**config.mk**
```make
export PLATFORM = sky130hd
export DESIGN_NAME = call_clear_exec
export DESIGN_NICKNAME = d
export VERILOG_FILES = /design/src/rtl/call_clear_exec.v /design/src/rtl/preclear_pair.v
export VERILOG_INCLUDE_DIRS = /design/src /design/src/rtl
export SDC_FILE = /design/constraint.sdc
export NUM_CORES = 1
export LEC_CHECK = 0
export BUFFER_PORTS_ARGS = -buffer_cell sky130_fd_sc_hd__buf_2
export CORE_ASPECT_RATIO = 0.8
export CORE_MARGIN = 5
export CORE_UTILIZATION = 48
export CTS_CLUSTER_DIAMETER = 150
export DETAILED_ROUTE_END_ITERATION = 8
export MAX_ROUTING_LAYER = met4
export PLACE_DENSITY = 0.89
export SLEW_MARGIN = 20
export SYNTH_ARGS = -nofsm -noshare
export SYNTH_HDL_FRONTEND = slang
export SYNTH_SLANG_ARGS = --single-unit
```
**constraint.sdc**
```tcl
create_clock -name core_clk_in -period 2 [get_ports core_clk_in]
set_clock_uncertainty 0.05 [all_clocks]
set_input_delay 0 -clock core_clk_in [delete_from_list [all_inputs] [get_ports core_clk_in]]
set_output_delay 0 -clock core_clk_in [all_outputs]
set_load 0.02 [all_outputs]
```
**src/rtl/call_clear_defs.vh**
```
/*
 * Constants for the call and clear execution block: operation codes,
 * widths and cycle counts.
 * Assumes inclusion by bare name from the design files only.
 */
`ifndef CALL_CLEAR_DEFS_VH
`define CALL_CLEAR_DEFS_VH

`define PC_W 13
`define DADDR_W 8
`define OP_W 3
`define OP_NONE 3'h0
`define OP_CALL 3'h1
`define OP_ZERO_STORE 3'h2
`define OP_BIT_CLEAR 3'h3
`define OP_WD_SINGLE 3'h4
`define OP_WD_FIRST 3'h5
`define OP_WD_SECOND 3'h6
`define CALL_CYCLES 2
`define RET_INC 13'h0001
`define ZERO_BYTE 8'h00
`define PAIR_NONE 2'h0
`define PAIR_FIRST 2'h1
`define PAIR_SECOND 2'h2

`endif

```
**src/rtl/call_clear_exec.v**
```verilog
/*
 * Execution of subroutine call, byte clear, bit clear and watchdog
 * clear operations inside the core.
 * Assumes the fetch stage presents one operation per cycle while
 * ready_out is high; data memory and stack sit outside.
 */
`timescale 1ns/1ps
`include "call_clear_defs.vh"

module call_clear_exec (
    // Clock and reset
    input wire core_clk_in,
    input wire rst_n_in,
    // Operation request
    input wire op_valid_in,
    input wire [`OP_W-1:0] op_code_in,
    input wire [`PC_W-1:0] call_addr_in,
    input wire [`DADDR_W-1:0] mem_addr_in,
    input wire [2:0] bit_sel_in,
    input wire [7:0] mem_rdata_in,
    input wire [`PC_W-1:0] pc_in,
    output wire ready_out,
    // Data memory write
    output wire mem_we_out,
    output wire [`DADDR_W-1:0] mem_waddr_out,
    output wire [7:0] mem_wdata_out,
    // Stack push and program counter load
    output wire stack_push_out,
    output wire [`PC_W-1:0] stack_data_out,
    output wire pc_load_out,
    output wire [`PC_W-1:0] pc_next_out,
    // Watchdog
    output wire watchdog_counter_clear_out,
    output wire timeout_flag_clear_out,
    output wire powerdown_flag_clear_out
);
    localparam ST_IDLE = 1'b0;
    localparam ST_CALL2 = 1'b1;

    // Sequencer state
    reg state_q;
    reg state_d;
    reg [`PC_W-1:0] target_q;
    reg [`PC_W-1:0] target_d;
    // Data memory write registers
    reg mem_we_q;
    reg mem_we_d;
    reg [`DADDR_W-1:0] mem_waddr_q;
    reg [`DADDR_W-1:0] mem_waddr_d;
    reg [7:0] mem_wdata_q;
    reg [7:0] mem_wdata_d;
    // Stack and program counter registers
    reg stack_push_q;
    reg stack_push_d;
    reg [`PC_W-1:0] stack_data_q;
    reg [`PC_W-1:0] stack_data_d;
    reg pc_load_q;
    reg pc_load_d;
    reg [`PC_W-1:0] pc_next_q;
    reg [`PC_W-1:0] pc_next_d;
    // Watchdog clear registers
    reg wd_count_clear_q;
    reg wd_timeout_clear_q;
    reg wd_powerdown_clear_q;
    reg wd_clear_d;
    // Decoded operations
    wire take;
    wire do_call;
    wire do_zero_store;
    wire do_bit_clear;
    wire do_wd_single;
    wire do_wd_first;
    wire do_wd_second;
    wire pair_clear;

    function [7:0] clear_bit;
        input [7:0] val;
        input [2:0] sel;
        begin
            clear_bit = val & ~(8'h01 << sel);
        end
    endfunction

    // Taken operation matches one code
    function op_hit;
        input taken;
        input [`OP_W-1:0] code;
        input [`OP_W-1:0] want;
        begin
            op_hit = taken && (code == want);
        end
    endfunction

    // Return address pushed by a call
    function [`PC_W-1:0] return_addr;
        input [`PC_W-1:0] pc;
        begin
            return_addr = pc + `RET_INC;
        end
    endfunction

    // Second call cycle stalls fetch
    assign ready_out = (state_q == ST_IDLE);
    assign take = op_valid_in && ready_out;
    assign do_call = op_hit(take, op_code_in, `OP_CALL);
    assign do_zero_store = op_hit(take, op_code_in, `OP_ZERO_STORE);
    assign do_bit_clear = op_hit(take, op_code_in, `OP_BIT_CLEAR);
    assign do_wd_single = op_hit(take, op_code_in, `OP_WD_SINGLE);
    assign do_wd_first = op_hit(take, op_code_in, `OP_WD_FIRST);
    assign do_wd_second = op_hit(take, op_code_in, `OP_WD_SECOND);

    preclear_pair u_pair (
        .core_clk_in(core_clk_in),
        .rst_n_in(rst_n_in),
        .first_half_in(do_wd_first),
        .second_half_in(do_wd_second),
        .pair_clear_out(pair_clear)
    );

    // Next state and next outputs
    always @* begin
        state_d = state_q;
        target_d = target_q;
        mem_we_d = 1'b0;
        mem_waddr_d = mem_waddr_q;
        mem_wdata_d = mem_wdata_q;
        stack_push_d = 1'b0;
        stack_data_d = stack_data_q;
        pc_load_d = 1'b0;
        pc_next_d = pc_next_q;
        wd_clear_d = do_wd_single || pair_clear;
        case (state_q)
            ST_IDLE: begin
                if (do_call) begin
                    // No flag outputs touched by a call
                    stack_push_d = 1'b1;
                    stack_data_d = return_addr(pc_in);
                    target_d = call_addr_in;
                    state_d = ST_CALL2;
                end else if (do_zero_store) begin
                    mem_we_d = 1'b1;
                    mem_waddr_d = mem_addr_in;
                    mem_wdata_d = `ZERO_BYTE;
                end else if (do_bit_clear) begin
                    mem_we_d = 1'b1;
                    mem_waddr_d = mem_addr_in;
                    mem_wdata_d = clear_bit(mem_rdata_in,
                        bit_sel_in);
                end
            end
            ST_CALL2: begin
                pc_load_d = 1'b1;
                pc_next_d = target_q;
                state_d = ST_IDLE;
            end
            default: begin
                state_d = ST_IDLE;
            end
        endcase
    end

    // Sequencer registers
    always @(posedge core_clk_in) begin
        if (!rst_n_in) begin
            state_q <= ST_IDLE;
            target_q <= {`PC_W{1'b0}};
        end else begin
            state_q <= state_d;
            target_q <= target_d;
        end
    end

    // Data memory write registers
    always @(posedge core_clk_in) begin
        if (!rst_n_in) begin
            mem_we_q <= 1'b0;
            mem_waddr_q <= {`DADDR_W{1'b0}};
            mem_wdata_q <= `ZERO_BYTE;
        end else begin
            mem_we_q <= mem_we_d;
            mem_waddr_q <= mem_waddr_d;
            mem_wdata_q <= mem_wdata_d;
        end
    end

    // Stack and program counter registers
    always @(posedge core_clk_in) begin
        if (!rst_n_in) begin
            stack_push_q <= 1'b0;
            stack_data_q <= {`PC_W{1'b0}};
            pc_load_q <= 1'b0;
            pc_next_q <= {`PC_W{1'b0}};
        end else begin
            stack_push_q <= stack_push_d;
            stack_data_q <= stack_data_d;
            pc_load_q <= pc_load_d;
            pc_next_q <= pc_next_d;
        end
    end

    // Watchdog clear registers
    always @(posedge core_clk_in) begin
        if (!rst_n_in) begin
            wd_count_clear_q <= 1'b0;
            wd_timeout_clear_q <= 1'b0;
            wd_powerdown_clear_q <= 1'b0;
        end else begin
            // All three cleared together
            wd_count_clear_q <= wd_clear_d;
            wd_timeout_clear_q <= wd_clear_d;
            wd_powerdown_clear_q <= wd_clear_d;
        end
    end

    // Outputs straight from registers
    assign mem_we_out = mem_we_q;
    assign mem_waddr_out = mem_waddr_q;
    assign mem_wdata_out = mem_wdata_q;
    assign stack_push_out = stack_push_q;
    assign stack_data_out = stack_data_q;
    assign pc_load_out = pc_load_q;
    assign pc_next_out = pc_next_q;
    assign watchdog_counter_clear_out = wd_count_clear_q;
    assign timeout_flag_clear_out = wd_timeout_clear_q;
    assign powerdown_flag_clear_out = wd_powerdown_clear_q;
endmodule

```
**src/rtl/preclear_pair.v**
```verilog
/*
 * Tracks which half of the watchdog pre-clear pair ran last and
 * grants a clear only when the halves alternate.
 * Assumes single-cycle strobes, one per executed instruction.
 */
`timescale 1ns/1ps
`include "call_clear_defs.vh"

module preclear_pair (
    // Clock and reset
    input wire core_clk_in,
    input wire rst_n_in,
    // Half strobes
    input wire first_half_in,
    input wire second_half_in,
    // Grant
    output wire pair_clear_out
);
    reg [1:0] last_q;
    reg [1:0] last_d;
    reg grant;

    always @* begin
        last_d = last_q;
        grant = 1'b0;
        if (first_half_in) begin
            // Repeat of the same half does nothing
            grant = (last_q == `PAIR_SECOND);
            last_d = `PAIR_FIRST;
        end else if (second_half_in) begin
            grant = (last_q == `PAIR_FIRST);
            last_d = `PAIR_SECOND;
        end
    end

    assign pair_clear_out = grant;

    always @(posedge core_clk_in) begin
        if (!rst_n_in) begin
            last_q <= `PAIR_NONE;
        end else begin
            last_q <= last_d;
        end
    end
endmodule

```
# [Word level (Yosys, flattened, before mapping)]
# Cells that the tools add are included.
[word_totals] regBits=62 inputBits=51 elab_cells=55
[classes] add_sub_neg=1 eq_ne=8 shifts=1 muxes=13 bitwise_logic=5 n_reduce_logical=15
[ops] operator="$mux W8" count=4
[ops] operator="$add A13 B1 Y13 const B" count=1
[ops] operator="$eq A3 B3 Y1 const B" count=3
[ops] operator="$and A8 B8 Y8" count=1
[ops] operator="$mux W1" count=8
[ops] operator="$not A8 Y8" count=1
[ops] operator="$shl A1 B3 Y8 const A" count=1
[ops] operator="$logic_and A1 B1 Y1" count=7
[ops] operator="$eq A3 B2 Y1 const B" count=2
[ops] operator="$reduce_bool A2 Y1" count=2
[ops] operator="$reduce_or A2 Y1" count=2
[ops] operator="$eq A3 B1 Y1 const B" count=1
[ops] operator="$not A1 Y1" count=3
[ops] operator="$reduce_and A3 Y1" count=1
[ops] operator="$reduce_or A3 Y1" count=1
[ops] operator="$eq A2 B1 Y1 const B" count=1
[ops] operator="$eq A2 B2 Y1 const B" count=1
[ops] operator="$pmux W1 S2" count=1
[ops] operator="$reduce_and A2 Y1" count=1
[ops] operator="$logic_or A1 B1 Y1" count=1

# [Longest topological paths before layout]
[depth] word_depth=6 mapped_depth=7 mapped_depth_nobuf=5

# [Cells and area by module]
# Synthesis repeated with hierarchy kept, for this count alone.
[unflattened] cells_unflattened=281 area_unflattened_um2=2576.2
[modules_own_cells] module="call_clear_exec" n_inst=1 cells_each=272 area_each_um2=2483.6 seq_area_each_um2=1181.1
[modules_own_cells] module="preclear_pair" n_inst=1 cells_each=9 area_each_um2=92.6 seq_area_each_um2=40.0

# [Least setup slack after synthesis]
# OpenSTA, ideal clock, no wires.
[synth_path] path_type="reg2reg" startpoint="register state_q" endpoint="register stack_data_q[2] (netlist: stack_data_out[2])" t_arrival_ns=1.349 required_ns=1.834 setup_slack_ns=0.485 path_stages_with_launch=8 n_path_buf=3 synth_period_minus_slack_ns=1.515 cell_sequence="dfxtp_1 > buf_6 > nor3b_4 > and3b_1 > buf_4 > buf_6 > nand2_1 > o211a_1"
[synth_between] elab_chain_len=4
[synth_rtl] element="start, declared" line_no="call_clear_exec.v:41" rtl="reg state_q;"
[synth_rtl] element="start signal, assigned" line_no="call_clear_exec.v:168" rtl="state_q <= state_d;"
[synth_rtl] element="$not A1 Y1 (no line) *"
[synth_rtl] element="$logic_and A1 B1 Y1" line_no="call_clear_exec.v:104" rtl="assign take = op_valid_in && ready_out;"
[synth_rtl] element="$logic_and A1 B1 Y1" line_no="call_clear_exec.v:90" rtl="op_hit = taken && (code == want);"
[synth_rtl] element="$reduce_and A2 Y1 (no line) *"
[synth_rtl] element="end signal, assigned" line_no="call_clear_exec.v:190" rtl="stack_data_q <= {`PC_W{1'b0}};"
[synth_rtl] element="end signal, assigned" line_no="call_clear_exec.v:195" rtl="stack_data_q <= stack_data_d;"
[synth_rtl] element="end, declared" line_no="call_clear_exec.v:55" rtl="reg [`PC_W-1:0] stack_data_q;"
# Mark *: on every way between the ends. The rest lies on a longest branch, timed or not.
# A chain may end at the register's enable or synchronous reset.

# [Worst setup path after layout]
[layout_path] startpoint="register state_q" endpoint="register mem_wdata_q[5] (netlist: mem_wdata_out[5])"
[layout_between] elab_chain_len=5 elab_cells_between_ends=9
[layout_rtl] element="$not A1 Y1 (no line) *"
[layout_rtl] element="$logic_and A1 B1 Y1" line_no="call_clear_exec.v:104"
[layout_rtl] element="$logic_and A1 B1 Y1" line_no="call_clear_exec.v:90"
[layout_rtl] element="$reduce_bool A2 Y1 (no line) or $not A1 Y1 (tied branches)"
[layout_rtl] element="$reduce_and A3 Y1 (no line)"
[layout_rtl] element="end signal, assigned" line_no="call_clear_exec.v:178" rtl="mem_wdata_q <= `ZERO_BYTE;"
[layout_rtl] element="end signal, assigned" line_no="call_clear_exec.v:182" rtl="mem_wdata_q <= mem_wdata_d;"
[layout_rtl] element="end, declared" line_no="call_clear_exec.v:50" rtl="reg [7:0] mem_wdata_q;"
# Marked as above.

==> flow_summary.toml <==
[layout]
drive_above_1_share_pct = 28.33
fin_nets = 469
area_growth_pct = 39.53
finalNonFillerCells = 483
utilization_pct = 70.57

[detailed_routing]
drt_drc_violations_left = 0
wl_per_cell_um = 14.13
postRouteAntennaNets = 0
vias = 2467
finalWirelength_um = 6824
routed_via_density = 5.108
first_pass_iters = 4
drt_iter0_markers = 83

[power_and_ir_drop]
vdd_ir_drop_max_mv = 0.5289
leakage_uw = 0.001581
total_power_uw = 2481
power.density_nw_per_um2 = 690.1

[sta]
timing.hold.ws_ns = 0.02155
fmax_ghz = 0.6132
min_period_ns = 1.631
slew_viol_final = 0
finalCritPeriodShare_pct = 81.54
setup_viol = 0
tns_ns = 0
rsz0062_at_grt = "no"
tightestPinTransition_ns = 0.7094
slew_headroom_pct = 52.71
hold_viol = 0

[yosys]
yosysSeqAreaShare_pct = 47.40
synth.most_common_cell = "nand2_1"
netlist_area_um2 = 2576
yosys_register_bits = 61
synth_common_cells = "nand2_1, dfxtp_1, a21boi_0"
synth-edff-count = 0
ys_warn_count = 0
synth_cells = 286
synth_nets = 338
synth_top_area_share_pct = 47.40
yosysTopAreaCell = "dfxtp_1"
syn_avg_cell_area_um2 = 9.008
synthArstFlopShare_pct = 0
synthDistinctLibCells = 34
synthFlopType = "dfxtp_1"
netlist_top_cells_area = "dfxtp_1, nand2_1, a21boi_0"

[critical_path]
critPathRequiredTime_ns = 2.19
end_kind = "register"
cp_data_arrival_time_ns = 1.82
startpoint_type = "register"
timing.rr.start = "state_q"
crit_fanout = 16
path_class = "register to register"
critPathLaunch = "state_q"

[floorplan]
start_util_pct = 50.58
die_h_um = 75.53
ios = 100
rows = 23
dieWidth_um = 91.91
core_area_um2 = 5094
dieArea_um2 = 6941

[clocking]
clk_path_buf_depth = 2
cts_sinks = 61
h-tree-depth = 3
clk_latency_ns = 0.32
cts_resized = 0
cts_root_buf = "clkbuf_8"
cts.clk_slew.worst_paths_ns = 0.06
cts_tree = "built"
numCtsBuffers = 9

[placement]
place_congestion = 0.8494
dp_hpwl_um = 4580
placed_cells = 432
io_buffers = 99

[global_routing]
grt_pass1_vias = 2360
track_usage_pct = 20.64
grt_pass1_wl_um = 10850
grt_max_degree = 50
antenna_found_initial = 0
gr-total-overflow = 0

[worst_hold_path]
worstHoldPathType = "input pin to register"
hold_start = "pc_in[6]"

[job]
max-cap-violations = 0

[status]
status = "complete, no violations"
worst max-delay path, cell delays in order, from the launching register on:
cell and delay, ns:
dfxtp_1 0.33, nor3b_4 0.23, and2_1 0.53, o2111ai_1 0.18, a21boi_0 0.23
layout by cell type (no fill, tap or decap), types with 9 or more instances in the layout:
master / n
nor2b_1: 13
nand2_1: 66
mux2i_1: 13
a21oi_1: 10
nand4_1: 9
a21boi_0: 29
buf_2: 99
dlygate4sd3_1: 36
clkbuf_8: 11
dfxtp_1: 61
sequential cells by signal, indices dropped and copies added (netlist names), 2 cells and up:
register / count
stack_data_out: 13
mem_waddr_out: 8
mem_wdata_out: 8
u_pair.last_q: 2
target_q: 13
pc_next_out: 13
through the flow:
step	cell area (µm²)	setup slack, ns
6_report	3595	0.3692
5_1_grt	3592	0.2094
4_1_cts	3592	0.3796
3_5_place_dp	3067	0.3928
3_3_place_gp	3067	0.4855
2_1_floorplan	2576	0.4848
timing repair:
item | in CTS | in global routing
setup buffers | 0 | 0
setup endpoints to repair | 0 | 0
endpoints found under the hold margin | 36 | 0
hold buffers | 36 | 0
layer usage:
layer	part of all wire (%)	vias up	routed length, µm	track usage [%]
met3	6.4	14	434	7.502
li1	-	1232	-	-
met2	51	102	3453	34.39
met4	2.0	0	138	9.885
met5	0	-	0	-
met1	41	1119	2798	22.38
logic make-up after synthesis:
logic type	count (synthesis)	synth area share [%]
XOR/XNOR	11	3.740
AO/OA/AOI/OAI	58	15.40
multiplexers	13	5.051
buffers and inverters	21	4.808
flip-flops	61	47.40
AND/OR/NAND/NOR	121	23.12
adder cells (fa/ha/maj)	1	0.4856
worst paths after layout:
| check | to | slack [ns] | depth (start not counted) |
|---|---|---|---|
| worst max-delay path | mem_wdata_out[5] | 0.37 | 4 |
| worst min-delay path | stack_data_out[6] | 0.02 | 3 |
| worst max register to register | mem_wdata_out[5] | 0.37 | 4 |
| worst min register to register | mem_wdata_out[6] | 0.41 | 2 |
final cells by class:
cell class              instances  area (µm²)
inverters                       1       3.754
diodes                          1       2.502
clock inverters                 2       10.01
repair buffers                140       893.4
fillers                       417        1499
multi-input cells             204        1231
well taps                      62       77.57
flip-flops and latches         61        1221
clock buffers                  12       155.1
power by group:
part           switching [µW]  internal (µW)
Combinational             146            148
Sequential               14.1           1240
Clock                     431            499
(Power assumes the default switching activity.)
